==> src/rtl/dl_route_pkg.sv <==
/*
 * Shared constants and carriers for the transmit timeslot router and the
 * receive data link byte collector.
 * Assumes an 8-bit register port and a framer that strobes one link bit
 * per link interval.
 */
package dl_route_pkg;
    localparam logic [7:0] RX_LINK_BYTE_ADDR = 8'h28;
    localparam logic [7:0] RX_LINK_MATCH_A_ADDR = 8'h29;
    localparam logic [7:0] RX_LINK_MATCH_B_ADDR = 8'h2A;
    localparam logic [7:0] TX_SLOT_SELECT_ADDR = 8'h92;
    localparam logic [7:0] TX_BIT_SUPPRESS_ADDR = 8'h93;
    localparam logic [7:0] TX_BLOCK0_ADDR = 8'h94;
    localparam logic [7:0] TX_BLOCK1_ADDR = 8'h95;
    localparam logic [7:0] TX_BLOCK2_ADDR = 8'h96;
    localparam logic [7:0] LINK_STATUS_ADDR = 8'h20;
    localparam logic [7:0] LINK_MASK_ADDR = 8'h21;
    localparam logic [7:0] LINK_CTRL_ADDR = 8'h22;

    localparam int ROUTE_ENABLE_BIT = 7;
    localparam int UNASSIGNED_BIT = 6;
    localparam int SELECT_MODE_BIT = 5;
    localparam int CHAN_MSB = 4;
    localparam int CHAN_LSB = 0;
    localparam int FULL_BIT = 4;
    localparam int MATCH_BIT = 2;
    localparam int DESTUFF_BIT = 0;

    localparam logic [7:0] REG_RESET = 8'h00;
    localparam logic [23:0] BLOCK_RESET = 24'h000000;
    localparam int NUM_TIMESLOTS = 24;
    localparam int LINK_BYTE_BITS = 8;
    localparam logic [2:0] STUFF_ONES = 3'h5;
    localparam logic [2:0] ONES_SAT = 3'h6;

    localparam int CLOCK_KHZ = 40000;
    localparam int LINK_BIT_PERIOD_US = 250;
    localparam int LINK_BIT_CYCLES = LINK_BIT_PERIOD_US * CLOCK_KHZ / 1000;
    localparam int LINK_BYTE_CYCLES = LINK_BIT_CYCLES * LINK_BYTE_BITS;

    typedef struct packed {
        logic strobe;
        logic esfMode;
        logic fdlBit;
        logic fsBit;
    } rxLinkIn_t;

    typedef struct packed {
        logic valid;
        logic fdlSlot;
        logic [4:0] timeslot;
        logic [2:0] bitPos;
    } txSlotIn_t;
endpackage

==> src/rtl/dl_route_fdl_rx.sv <==
/*
 * Transmit HDLC timeslot router and legacy receive data link collector
 * with match compare, zero destuffer and active-low interrupt pin.
 * Assumes framer inputs synchronous to core_clk, one register access
 * per strobe, bit position 7 being the timeslot MSB.
 */
module dl_route_fdl_rx (
    input wire logic core_clk,
    input wire logic reset,
    input wire logic [7:0] cpuAddr,
    input wire logic [7:0] cpuWrData,
    input wire logic cpuWr,
    input wire logic cpuRd,
    output logic [7:0] cpuRdData,
    input wire dl_route_pkg::rxLinkIn_t rxLink,
    input wire dl_route_pkg::txSlotIn_t txSlot,
    output logic hdlcTxTake,
    output logic legacyFdlTake,
    output logic intN
);
    logic [7:0] slotSelect_q;
    logic [7:0] bitSuppress_q;
    logic [23:0] blockMask_q;
    logic [7:0] matchA_q;
    logic [7:0] matchB_q;
    logic [7:0] mask_q;
    logic [7:0] ctrl_q;
    logic [7:0] rxByte_q;
    logic [7:0] shift_q;
    logic [2:0] bitCnt_q;
    logic [2:0] ones_q;
    logic fullFlag_q;
    logic matchFlag_q;
    logic linkBit;
    logic dropBit;
    logic takeBit;
    logic byteDone;
    logic [7:0] newByte;
    logic byteMatch;
    logic clrFull;
    logic clrMatch;
    logic slotHit;

    function automatic logic blockedSlot(input logic [23:0] blk, input logic [4:0] ts);
        blockedSlot = (ts < 5'(dl_route_pkg::NUM_TIMESLOTS)) ? blk[ts] : 1'b0;
    endfunction

    ////////////////////////////////////////////////////////////////////////
    // register port
    always_ff @(posedge core_clk) begin
        if (reset) begin
            slotSelect_q <= dl_route_pkg::REG_RESET;
            bitSuppress_q <= dl_route_pkg::REG_RESET;
            blockMask_q <= dl_route_pkg::BLOCK_RESET;
            matchA_q <= dl_route_pkg::REG_RESET;
            matchB_q <= dl_route_pkg::REG_RESET;
            mask_q <= dl_route_pkg::REG_RESET;
            ctrl_q <= dl_route_pkg::REG_RESET;
        end else if (cpuWr) begin
            unique case (cpuAddr)
                dl_route_pkg::TX_SLOT_SELECT_ADDR: slotSelect_q <= cpuWrData;
                dl_route_pkg::TX_BIT_SUPPRESS_ADDR: bitSuppress_q <= cpuWrData;
                dl_route_pkg::TX_BLOCK0_ADDR: blockMask_q[7:0] <= cpuWrData;
                dl_route_pkg::TX_BLOCK1_ADDR: blockMask_q[15:8] <= cpuWrData;
                dl_route_pkg::TX_BLOCK2_ADDR: blockMask_q[23:16] <= cpuWrData;
                dl_route_pkg::RX_LINK_MATCH_A_ADDR: matchA_q <= cpuWrData;
                dl_route_pkg::RX_LINK_MATCH_B_ADDR: matchB_q <= cpuWrData;
                dl_route_pkg::LINK_MASK_ADDR: mask_q <= cpuWrData;
                dl_route_pkg::LINK_CTRL_ADDR: ctrl_q <= cpuWrData;
                default: ;
            endcase
        end
    end

    always_ff @(posedge core_clk) begin
        if (reset) begin
            cpuRdData <= dl_route_pkg::REG_RESET;
        end else if (cpuRd) begin
            unique case (cpuAddr)
                dl_route_pkg::RX_LINK_BYTE_ADDR: cpuRdData <= rxByte_q;
                dl_route_pkg::RX_LINK_MATCH_A_ADDR: cpuRdData <= matchA_q;
                dl_route_pkg::RX_LINK_MATCH_B_ADDR: cpuRdData <= matchB_q;
                dl_route_pkg::TX_SLOT_SELECT_ADDR: cpuRdData <= slotSelect_q;
                dl_route_pkg::TX_BIT_SUPPRESS_ADDR: cpuRdData <= bitSuppress_q;
                dl_route_pkg::TX_BLOCK0_ADDR: cpuRdData <= blockMask_q[7:0];
                dl_route_pkg::TX_BLOCK1_ADDR: cpuRdData <= blockMask_q[15:8];
                dl_route_pkg::TX_BLOCK2_ADDR: cpuRdData <= blockMask_q[23:16];
                dl_route_pkg::LINK_STATUS_ADDR: begin
                    cpuRdData <= 8'h00;
                    cpuRdData[dl_route_pkg::FULL_BIT] <= fullFlag_q;
                    cpuRdData[dl_route_pkg::MATCH_BIT] <= matchFlag_q;
                end
                dl_route_pkg::LINK_MASK_ADDR: cpuRdData <= mask_q;
                dl_route_pkg::LINK_CTRL_ADDR: cpuRdData <= ctrl_q;
                default: cpuRdData <= 8'h00;
            endcase
        end
    end

    ////////////////////////////////////////////////////////////////////////
    // transmit timeslot routing
    always_comb begin
        if (slotSelect_q[dl_route_pkg::SELECT_MODE_BIT]) begin
            slotHit = blockedSlot(blockMask_q, txSlot.timeslot);
        end else begin
            slotHit = txSlot.timeslot == slotSelect_q[dl_route_pkg::CHAN_MSB:dl_route_pkg::CHAN_LSB];
        end
    end

    always_ff @(posedge core_clk) begin
        if (reset) begin
            hdlcTxTake <= 1'b0;
            legacyFdlTake <= 1'b0;
        end else if (!txSlot.valid) begin
            hdlcTxTake <= 1'b0;
            legacyFdlTake <= 1'b0;
        end else if (slotSelect_q[dl_route_pkg::ROUTE_ENABLE_BIT]) begin
            hdlcTxTake <= slotHit && !bitSuppress_q[txSlot.bitPos];
            legacyFdlTake <= txSlot.fdlSlot;
        end else begin
            hdlcTxTake <= txSlot.fdlSlot;
            legacyFdlTake <= 1'b0;
        end
    end

    ////////////////////////////////////////////////////////////////////////
    // receive data link collector, independent of the HDLC receiver
    assign linkBit = rxLink.esfMode ? rxLink.fdlBit : rxLink.fsBit;
    assign dropBit = ctrl_q[dl_route_pkg::DESTUFF_BIT] && !linkBit && ones_q == dl_route_pkg::STUFF_ONES;
    assign takeBit = rxLink.strobe && !dropBit;
    assign byteDone = takeBit && bitCnt_q == 3'(dl_route_pkg::LINK_BYTE_BITS - 1);
    assign newByte = {linkBit, shift_q[7:1]};
    assign byteMatch = newByte == matchA_q || newByte == matchB_q;
    assign clrFull = cpuWr && cpuAddr == dl_route_pkg::LINK_STATUS_ADDR && cpuWrData[dl_route_pkg::FULL_BIT];
    assign clrMatch = cpuWr && cpuAddr == dl_route_pkg::LINK_STATUS_ADDR && cpuWrData[dl_route_pkg::MATCH_BIT];

    always_ff @(posedge core_clk) begin
        if (reset) begin
            ones_q <= 3'h0;
        end else if (rxLink.strobe) begin
            if (!linkBit) begin
                ones_q <= 3'h0;
            end else if (ones_q != dl_route_pkg::ONES_SAT) begin
                ones_q <= ones_q + 3'h1;
            end
        end
    end

    always_ff @(posedge core_clk) begin
        if (reset) begin
            shift_q <= 8'h00;
            bitCnt_q <= 3'h0;
        end else if (takeBit) begin
            shift_q <= newByte;
            bitCnt_q <= bitCnt_q + 3'h1;
        end
    end

    always_ff @(posedge core_clk) begin
        if (reset) begin
            rxByte_q <= 8'h00;
        end else if (byteDone) begin
            rxByte_q <= newByte;
        end
    end

    always_ff @(posedge core_clk) begin
        if (reset) begin
            fullFlag_q <= 1'b0;
            matchFlag_q <= 1'b0;
        end else begin
            fullFlag_q <= byteDone || (fullFlag_q && !clrFull);
            matchFlag_q <= (byteDone && byteMatch) || (matchFlag_q && !clrMatch);
        end
    end

    always_ff @(posedge core_clk) begin
        if (reset) begin
            intN <= 1'b1;
        end else begin
            intN <= !((fullFlag_q && mask_q[dl_route_pkg::FULL_BIT]) ||
                      (matchFlag_q && mask_q[dl_route_pkg::MATCH_BIT]));
        end
    end
endmodule

==> config.mk <==
export PLATFORM = sky130hd
export DESIGN_NAME = dl_route_fdl_rx
export DESIGN_NICKNAME = d
export VERILOG_FILES = /design/src/rtl/dl_route_pkg.sv /design/src/rtl/dl_route_fdl_rx.sv
export SDC_FILE = /design/constraint.sdc
export NUM_CORES = 1
export LEC_CHECK = 0
export BUFFER_PORTS_ARGS = -buffer_cell sky130_fd_sc_hd__buf_2
export CAP_MARGIN = 20
export CORE_AREA = 2 2 111 113
export DETAILED_ROUTE_END_ITERATION = 10
export DIE_AREA = 0 0 113 115
export GPL_TIMING_DRIVEN = 0
export PLACE_DENSITY_LB_ADDON = 0.2
export REMOVE_ABC_BUFFERS = 1
export SLEW_MARGIN = 10
export SYNTH_ARGS = -nofsm -noshare
export SYNTH_HDL_FRONTEND = slang
export SYNTH_SLANG_ARGS = --single-unit
==> constraint.sdc <==
create_clock -name core_clk -period 4.9 [get_ports core_clk]
set_input_delay 0.245 -clock core_clk [delete_from_list [all_inputs] [get_ports core_clk]]
set_output_delay 0.245 -clock core_clk [all_outputs]
set_load 0.03 [all_outputs]
==> flow_summary_export.csv, run 1 <==
group,metric,value,unit
power,finalPower,0.001716,W
routing,ant_nets,0,
grt,antenna_found_initial,0,
yosys,yosys-top-cells-count,"dfxtp_1, nand2_1, mux2i_1, nor2_1, a21oi_1",
placed_design,io_buffers,44,
yosys,synth-seq-cells,106,
yosys,synth_area_leaders,"dfxtp_1, mux2i_1, nand2_1",
grt,grt_pass1_vias,4430,
routing,dr.pass1.iters,8,
clock_tree,clock_path_buffers,2,
die,start_util,0.4424,
yosys,syn_area,5225,sq um
power,ir_drop,0.1738,mV
clock_tree,cts_buffers,9,
finish,n_antenna_cell,0,
finish,fill_cells,1142,
sta,drv_slew,0,
die,die_x,113,um
yosys,yosys_most_used_dff,"dfxtp_1",
worst_setup_path,crit_type,"input port to flip-flop",
finish,regArea,2122,sq um
power,p_leak,2.141,nW
die,fp.dieArea,13000,sq um
placed_design,dpl_worst_slack,2.182,ns
clock_tree,cts_resized,0,
job,drv_cap,0,
hold_path,hold_path.class,"input port to flip-flop",
clock_tree,cts.sinks,106,
die,num_rows,40,
clock_tree,clock_latency,0.35,ns
yosys,synth_top_area_cell,"dfxtp_1",
power,p_per_area,296.1,nW/um^2
worst_setup_path,endpoint_kind,"flip-flop",
grt,grt_usage,0.2347,
die,core_area,11810,sq um
sta,fin_crit_sh,0.4915,
status,failed_checks,"DRC",
sta,final_hold_viol_count,0,
finish,post-route-util,0.4906,
worst_setup_path,critPathMaxFanout,30,
routing,totalWireLength,14.56,mm
clock_tree,ctsHoldBuffers,0,
yosys,synth_edf_count,0,
finish,multi_input_area,2897,sq um
clock_tree,post_cts.repair.setup_buffers,0,
finish,syn2layout_area_growth,10.90,%
sta,fmax,415.2,MHz
grt,grt_overflow,0,
clock_tree,cts_root_buffer,"clkbuf_16",
clock_tree,htreeDepth,3,
sta,period_minus_slack,2.409,ns
routing,drc,7,
worst_setup_path,arrival,2.62,ns
sta,fin_skew,0.007701,ns
placed_design,dp_hpwl,10.21,mm
routing,drt_iter0_drc,334,
sta,tightest_slew,0.9675,ns
yosys,ys_types,55,
yosys,synth_most_common_cell,"dfxtp_1",
status,status,"complete, but fails checks",
sta,slew_headroom,0.3537,
finish,drive_gt1_frac,0.1356,
yosys,ys_seq_area_frac,0.4061,
yosys,synth_top_cell_area_share,0.4061,
routing,routedWlPerCell,19.19,um
yosys,syn-instance-count,594,
yosys,yosysWarnings,0,
routing,dr_total_vias,4434,
clock_tree,cts_tree,"done",
placed_design,dp.cells,744,
sta,setup_tns,0,ns
routing,vias_per_cell,5.842,
placed_design,place_congestion,0.8906,
finish,nNetsFinal,648,
die,ios,45,
finish,layout.cells.non_filler,759,
sta,rsz0062_at_grt,"no",
grt,grt_pass1_wl,23.45,mm
sta,finalSetupViolations,0,
yosys,ys_async_sr_fraction,0,
sta,setup_ws,2.491,ns
worst_setup_path,critPathRequiredTime,5.11,ns
yosys,syn_area_per_cell,8.796,sq um
die,die_h,115,um
worst_setup_path,cp-start-kind,"input port",
grt,grt_max_degree,53,
clock_tree,clk_pin_slew,0.06,ns
==> cell type report <==
class,instances,area share
flip-flops and latches,106,0.3662
multi-input cells,434,0.4999
inverters,11,0.007126
clock buffers,11,0.04362
repair buffers,47,0.04448
clock inverters,3,0.006910
well taps,147,0.03174
==> flip-flops by register name (all words and copies together) (netlist names) <==
name           flops
shift_q            7
blockMask_q       24
intN               1
hdlcTxTake         1
matchA_q           8
legacyFdlTake      1
ctrl_q             8
rxByte_q           8
bitSuppress_q      8
matchFlag_q        1
mask_q             8
ones_q             3
slotSelect_q       8
fullFlag_q         1
bitCnt_q           3
matchB_q           8
cpuRdData          8
==> metrics by stage <==
stage | hold WS, ns | area, sq um
finish | 0.1496 | 5794
CTS | 0.1370 | 5787
global placement | 0.4336 | 5458
detailed placement | 0.4428 | 5494
floorplan | 0.3141 | 5054
global route | 0.1505 | 5794
==> per-layer routing <==
layer,part of all wire,track usage,up-vias
met3,0.052,0.04902,34
met5,0,0,-
met1,0.44,0.2976,2126
li1,-,-,2126
met4,0.035,0.1130,0
met2,0.48,0.3840,148
==> cells by family after synthesis <==
logic type                 share of synthesized area
xor gates and xnor gates                     0.03688
AOI/OAI and AO/OA                             0.1300
adders and majority gates                    0.01197
and+or+nand+nor                               0.1983
buffers and inverters                        0.04071
DFF                                           0.4061
muxes                                         0.1760
==> cell usage in the layout, fill, tap and decap left out, types with 9 or more instances in the layout <==
cell and n:
dfxtp_1 106, buf_2 43, a2bb2oi_1 10, xnor2_1 12
nand3_1 26, inv_1 11, xor2_1 10, a21oi_1 47
mux2i_1 66, clkbuf_16 9, nor2_1 66, nand2_1 85
==> power breakdown <==
| group | internal, W | leakage (nW) | switching [W] |
|---|---|---|---|
| Clock | 0.000416 | 0.147 | 0.000304 |
| Sequential | 0.000866 | 0.855 | 0.00000487 |
| Combinational | 0.0000398 | 1.14 | 0.0000837 |
==> worst max-delay path, stage by stage <==
cell     delay [ns]
buf_2          0.34
nor2b_1        0.86
and4_1         0.63
nand2_1        0.29
nand2_1        0.16
a21oi_1        0.07
==> path summary, 6_finish.rpt <==
path / slack, ns / end / start / cells past startpoint
worst max-delay path: 2.49 / matchB_q[5] / cpuAddr[0] / 6
worst min-delay path: 0.15 / ones_q[2] / rxLink[3] / 2
worst max register to register: 2.83 / rxByte_q[3] / ones_q[0] / 5
worst min register to register: 0.45 / mask_q[6] / mask_q[6] / 2
(Power assumes the default switching activity.)
==> run 2, diff against run 1 <==
ABC_AREA = 1   (was unset)
CORE_AREA = 2 2 109 111   (was 2 2 111 113)
DIE_AREA = 0 0 111 113   (was 0 0 113 115)
clock period = 2.3 ns   (was 4.9 ns; I/O delays follow)
==> run 2 against run 1 <==
Net effect:
- the flow now finishes without violations
- clock skew down 0.0025 ns
- worst hold slack worse by 0.14 ns
- critical path depth up 2
- utilization up 1.0 points
- first-iteration DRC count up 12%
- die area down 3.5%
==> flow_summary_export.csv, run 2 <==
group,metric,value,unit
grt,grt_usage,0.2171,
worst_setup_path,critPathMaxFanout,18,
sta,fmax,623.6,MHz
finish,n_antenna_cell,0,
grt,grt_pass1_wl,21.53,mm
clock_tree,clock_latency,0.36,ns
routing,dr.pass1.iters,5,
grt,grt_overflow,0,
routing,ant_nets,0,
power,p_leak,2.161,nW
die,core_area,11270,sq um
die,die_h,113,um
placed_design,dp_hpwl,9.657,mm
sta,slew_headroom,0.5820,
yosys,yosys-top-cells-count,"nand2_1, a21oi_1, dfxtp_1",
yosys,syn-instance-count,724,
grt,grt_max_degree,49,
worst_setup_path,arrival,1.84,ns
grt,grt_pass1_vias,4442,
clock_tree,cts_buffers,9,
die,fp.dieArea,12540,sq um
power,p_int,0.002956,W
yosys,synth_area_leaders,"dfxtp_1, a21oi_1, o21ai_0",
sta,setup_ws,0.6964,ns
die,num_rows,39,
yosys,synth_top_area_cell,"dfxtp_1",
finish,mostFrequentLayoutCells,"nand2_1, a21oi_1, dfxtp_1",
sta,finalSetupViolations,0,
power,comb_power_share,0.071,
yosys,ys_async_sr_fraction,0,
sta,final_hold_viol_count,0,
sta,period_minus_slack,1.604,ns
sta,rsz0062_at_grt,"no",
finish,nNetsFinal,788,
grt,antenna_found_initial,0,
worst_setup_path,timing.rr.end,"rxByte_q[5]",
power,switching_share,0.2335,
job,drv_cap,0,
routing,totalWireLength,13.66,mm
power,ir_drop,0.5973,mV
clock_tree,cts_tree,"done",
finish,syn2layout_area_growth,12.15,%
yosys,yosys_most_used_dff,"dfxtp_1",
routing,vias_per_cell,5.334,
clock_tree,htreeDepth,3,
placed_design,place_congestion,0.8781,
yosys,syn_area,5036,sq um
yosys,ys_seq_area_frac,0.4214,
clock_tree,clk_pin_slew,0.07,ns
finish,drive_gt1_frac,0.09416,
worst_setup_path,critPathRequiredTime,2.54,ns
finish,regMostFlops,"blockMask_q",
sta,drv_slew,0,
sta,fin_skew,0.005156,ns
worst_setup_path,cp-start-kind,"flip-flop",
die,start_util,0.4468,
clock_tree,clock_path_buffers,2,
hold_path,min_from,"txSlot[9]",
die,ios,45,
power,power_frac_clock,0.444,
hold_path,hold_end,"legacyFdlTake",
worst_setup_path,r2r_slack,0.70,ns
yosys,synth_most_common_cell,"nand2_1",
yosys,synth_top_cell_area_share,0.4214,
routing,drc,0,
yosys,syn_area_per_cell,6.956,sq um
routing,routedWlPerCell,15.23,um
power,p_switching,0.0009003,W
finish,mostFrequentLayoutCell,"nand2_1",
power,p_seq_frac,0.485,
finish,largest_register_ffs,24,
hold_path,hold_path.class,"input port to flip-flop",
power,p_per_area,682.8,nW/um^2
yosys,yosysWarnings,0,
hold_path,whs_path_depth,3,
die,die_x,111,um
routing,dr_total_vias,4785,
clock_tree,cts_root_buffer,"clkbuf_16",
placed_design,io_buffers,44,
routing,drt_iter0_drc,374,
yosys,synth_edf_count,0,
clock_tree,cts.sinks,106,
worst_setup_path,endpoint_kind,"flip-flop",
placed_design,dpl_worst_slack,0.4599,ns
worst_setup_path,crit_type,"flip-flop to flip-flop",
worst_setup_path,worstRegToRegCells,8,
worst_setup_path,rr_startpoint,"ones_q[1]",
sta,tightest_slew,0.6251,ns
power,finalPower,0.003856,W
sta,fin_crit_sh,0.6972,
status,status,"finished clean",
yosys,synth-seq-cells,106,
yosys,ys_types,31,
==> run 2: changes by cell type after synthesis, moves of 12 or more <==
cell	change
a21oi_1	+61
mux2i_1	-66
o22ai_1	+29
o21ai_0	+79
clkbuf_1	-12
nand2_1	+25
nand3_1	+16
inv_1	+88
==> run 2: cells by family after synthesis <==
family,after synthesis,share of synthesized area
XOR/XNOR,13,0.02261
AO/OA/AOI/OAI,237,0.2492
flip-flops,106,0.4214
buffers and inverters,136,0.1068
adder cells (fa/ha/maj),5,0.01242
AND/OR/NAND/NOR,227,0.1876
==> run 2: cell type report <==
type                    instances  area (sq um)
multi-input cells             482          2376
clock buffers                  12         256.5
flip-flops and latches        106          2122
repair buffers                 46         250.2
inverters                     104         390.4
fillers                      1135          5624
well taps                     143         178.9
clock inverters                 4         73.82
==> run 2: timing repair <==
action / CTS / global route
resized for setup: 0 / 0
hold buffers: 1 / 0
endpoints found under the hold margin: 1 / 0
buffers inserted: 0 / 0
==> run 2: stage by stage <==
| step | TNS, ns | hold WS, ns | cells | util | instance area [sq um] |
|---|---|---|---|---|---|
| 2_1_floorplan | 0 | 0.1774 | 692 | - | 4888 |
| 6_report | 0 | 0.008258 | 897 | 0.5011 | 5648 |
| 3_3_place_gp | -13.84 | 0.3438 | 879 | 0.4691 | 5288 |
| 4_1_cts | 0 | 0.01172 | 897 | 0.5011 | 5648 |
| 5_1_grt | 0 | 0.02018 | 897 | 0.5011 | 5648 |
| 3_5_place_dp | 0 | 0.3407 | 880 | 0.4709 | 5308 |
==> run 2: worst max path at each step <==
| stage | end | start | cells after the start | slack (ns) |
|---|---|---|---|---|
| floorplan | ones_q[2] | reset | 3 | 0.87 |
| global placement | ones_q[2] | reset | 4 | -0.29 |
| detailed placement | blockMask_q[7] | cpuAddr[6] | 5 | 0.46 |
| CTS | rxByte_q[0] | ones_q[1] | 8 | 0.68 |
| global route | rxByte_q[7] | ones_q[1] | 8 | 0.53 |
| finish | rxByte_q[5] | ones_q[1] | 8 | 0.70 |
==> run 2: worst max-delay path, stage by stage, from the launching register on <==
cell and delay (ns):
dfxtp_1 0.36, inv_1 0.07, ha_1 0.18, nand3_1 0.08, nand2_1 0.08, nand2_2 0.17
nand2_2 0.25, o21ai_0 0.23, a21oi_1 0.06
==> run 2: power by group through the flow <==
stage,Clock (W),Sequential [W],Combinational (W)
2_1_floorplan,0,0.00191,0.000145
3_3_place_gp,0,0.00191,0.000263
3_5_place_dp,0,0.00191,0.000269
4_1_cts,0.00174,0.00187,0.000272
5_1_grt,0.00182,0.00187,0.000307
6_report,0.00171,0.00187,0.000273
==> run 2: layer usage <==
| metal | vias to the layer above | track usage | share of wire |
|---|---|---|---|
| li1 | 2448 | - | - |
| met1 | 2172 | 0.2711 | 0.44 |
| met2 | 143 | 0.3669 | 0.47 |
| met3 | 22 | 0.05678 | 0.066 |
| met4 | 0 | 0.07333 | 0.023 |
| met5 | - | 0 | 0 |
==> run 3, diff against run 2 <==
ABC_AREA = 0   (was 1)
CORE_AREA = 2 2 111 113   (was 2 2 109 111)
DIE_AREA = 0 0 113 115   (was 0 0 111 113)
clock period = 1.61 ns   (was 2.3 ns; I/O delays follow)
==> run 3 against run 2 <==
Net effect:
- critical path type is now input port to flip-flop
- sequential power grew 42%
- cell area grew 7.4%
- register-to-register slack worse by 0.64 ns
- critical endpoint is now blockMask_q[7]
- the run now ends with DRC left
- global-route usage rose by 2.0 points
==> flow_summary_export.csv, run 3 (synthesized netlist as in run 1, its figures left out) <==
group,metric,value,unit
status,status,"complete, but fails checks",
status,failed_checks,"DRC",
worst_setup_path,crit_buf_inv,2,
sta,tightest_slew,0.6080,ns
routing,ant_nets,0,
die,ios,45,
worst_setup_path,cp-start-kind,"input port",
power,p_leak,2.246,nW
clock_tree,cts_tree,"done",
finish,drive_gt1_frac,0.1818,
clock_tree,clock_path_buffers,2,
sta,hold-worst-slack,0.06930,ns
die,fp.dieArea,13000,sq um
power,ir_drop,0.5559,mV
placed_design,place_congestion,0.8906,
routing,drc,7,
die,start_util,0.4424,
routing,dr_total_vias,4542,
sta,period_minus_slack,1.549,ns
finish,nNetsFinal,663,
worst_setup_path,critPathMaxFanout,6,
sta,fmax,645.7,MHz
worst_setup_path,slowest_delay,0.46,ns
clock_tree,cts.sinks,106,
worst_setup_path,endpoint_kind,"flip-flop",
die,core_area,11810,sq um
clock_tree,htreeDepth,3,
placed_design,io_buffers,44,
worst_setup_path,cp-startpoint,"cpuAddr[5]",
worst_setup_path,critPathTopFamily,"simple AND/OR/NAND/NOR gates",
clock_tree,cts_root_buffer,"clkbuf_16",
sta,fin_crit_sh,0.9619,
grt,grt_max_degree,53,
placed_design,dp_hpwl,10.21,mm
clock_tree,clk_pin_slew,0.07,ns
routing,routedWlPerCell,19.33,um
routing,dr.pass1.iters,9,
finish,mostFrequentLayoutCells,"dfxtp_1, nand2_1, mux2i_1, nor2_1, a21oi_1",
grt,grt_usage,0.2374,
sta,finalSetupViolations,0,
power,p_per_area,868.0,nW/um^2
hold_path,hold_path.class,"input port to flip-flop",
sta,drv_slew,0,
worst_setup_path,path_cells,"buf_2 > nand4bb_2 > or3_4 > nor4b_4 > buf_4 > mux2i_1 > nor2_1",
sta,rsz0062_at_grt,"yes",
sta,final_hold_viol_count,0,
die,die_h,115,um
worst_setup_path,crit_slowest_cell,"or3_4",
routing,vias_per_cell,5.868,
worst_setup_path,rr_startpoint,"blockMask_q[22]",
sta,slew_headroom,0.5947,
job,drv_cap,0,
power,finalPower,0.005265,W
routing,totalWireLength,14.96,mm
clock_tree,clock_latency,0.35,ns
finish,regMostFlops,"blockMask_q",
hold_path,min_from,"cpuRd",
sta,fin_skew,0.006205,ns
sta,setup_ws,0.06139,ns
routing,drt_iter0_drc,369,
clock_tree,cts_buffers,9,
die,die_x,113,um
worst_setup_path,crit_type,"input port to flip-flop",
placed_design,dpl_worst_slack,-0.9436,ns
finish,n_antenna_cell,0,
finish,largest_register_ffs,24,
grt,grt_pass1_vias,4452,
finish,mostFrequentLayoutCell,"dfxtp_1",
worst_setup_path,critPathRequiredTime,1.84,ns
grt,antenna_found_initial,0,
grt,grt_pass1_wl,23.78,mm
worst_setup_path,arrival,1.78,ns
finish,syn2layout_area_growth,16.09,%
die,num_rows,40,
grt,grt_overflow,0,
## run 3: repair_timing
item,CTS,global route
hold endpoints to repair,2,0
gates resized for setup,13,18
setup endpoints to repair,81,77
cloned,0,1
pin swaps,3,1
buffers inserted,4,8
hold buffers,3,0
## run 3: stage by stage
| step | instance area [sq um] | setup TNS, ns | std cells | util |
|---|---|---|---|---|
| floorplan | 5054 | -10.12 | 551 | - |
| global placement | 5458 | -74.78 | 742 | 0.4621 |
| detailed placement | 5494 | -59.37 | 744 | 0.4651 |
| CTS | 5919 | 0 | 765 | 0.5012 |
| global route | 6066 | -0.04060 | 774 | 0.5136 |
| finish | 6066 | 0 | 774 | 0.5136 |
## run 3: area by class of cell
class | instances | area [sq um]
Sequential cell | 106 | 2125
Fill cell | 1115 | 5746
Clock inverter | 3 | 40.04
Clock buffer | 11 | 252.7
Inverter | 11 | 41.29
Multi-Input combinational cell | 435 | 3023
Timing Repair Buffer | 61 | 400.4
Tap cell | 147 | 183.9
## run 3: power breakdown
group	switching (W)	leakage [nW]	internal [W]
Combinational	0.000270	1.24	0.000149
Clock	0.000928	0.147	0.00127
Sequential	0.0000149	0.856	0.00264
## run 3: final timing paths
| kind | end | slack (ns) | cells past startpoint |
|---|---|---|---|
| max | blockMask_q[7] | 0.06 | 7 |
| min | cpuRdData[0] | 0.07 | 3 |
| max reg2reg | hdlcTxTake | 0.06 | 5 |
| min reg2reg | mask_q[6] | 0.45 | 2 |
## run 3: metal layers
metal,track usage,vias to the layer above,share of wire
li1,-,2162,-
met1,0.3035,2208,0.42
met2,0.3936,143,0.49
met3,0.04797,29,0.065
met4,0.1000,0,0.028
met5,0,-,0
## run 3: worst min-delay path: cells and delay by family
kind            cells  cell delay [ns]
compound gates      1             0.06
buf+inv             1             0.14
simple gates        1             0.10
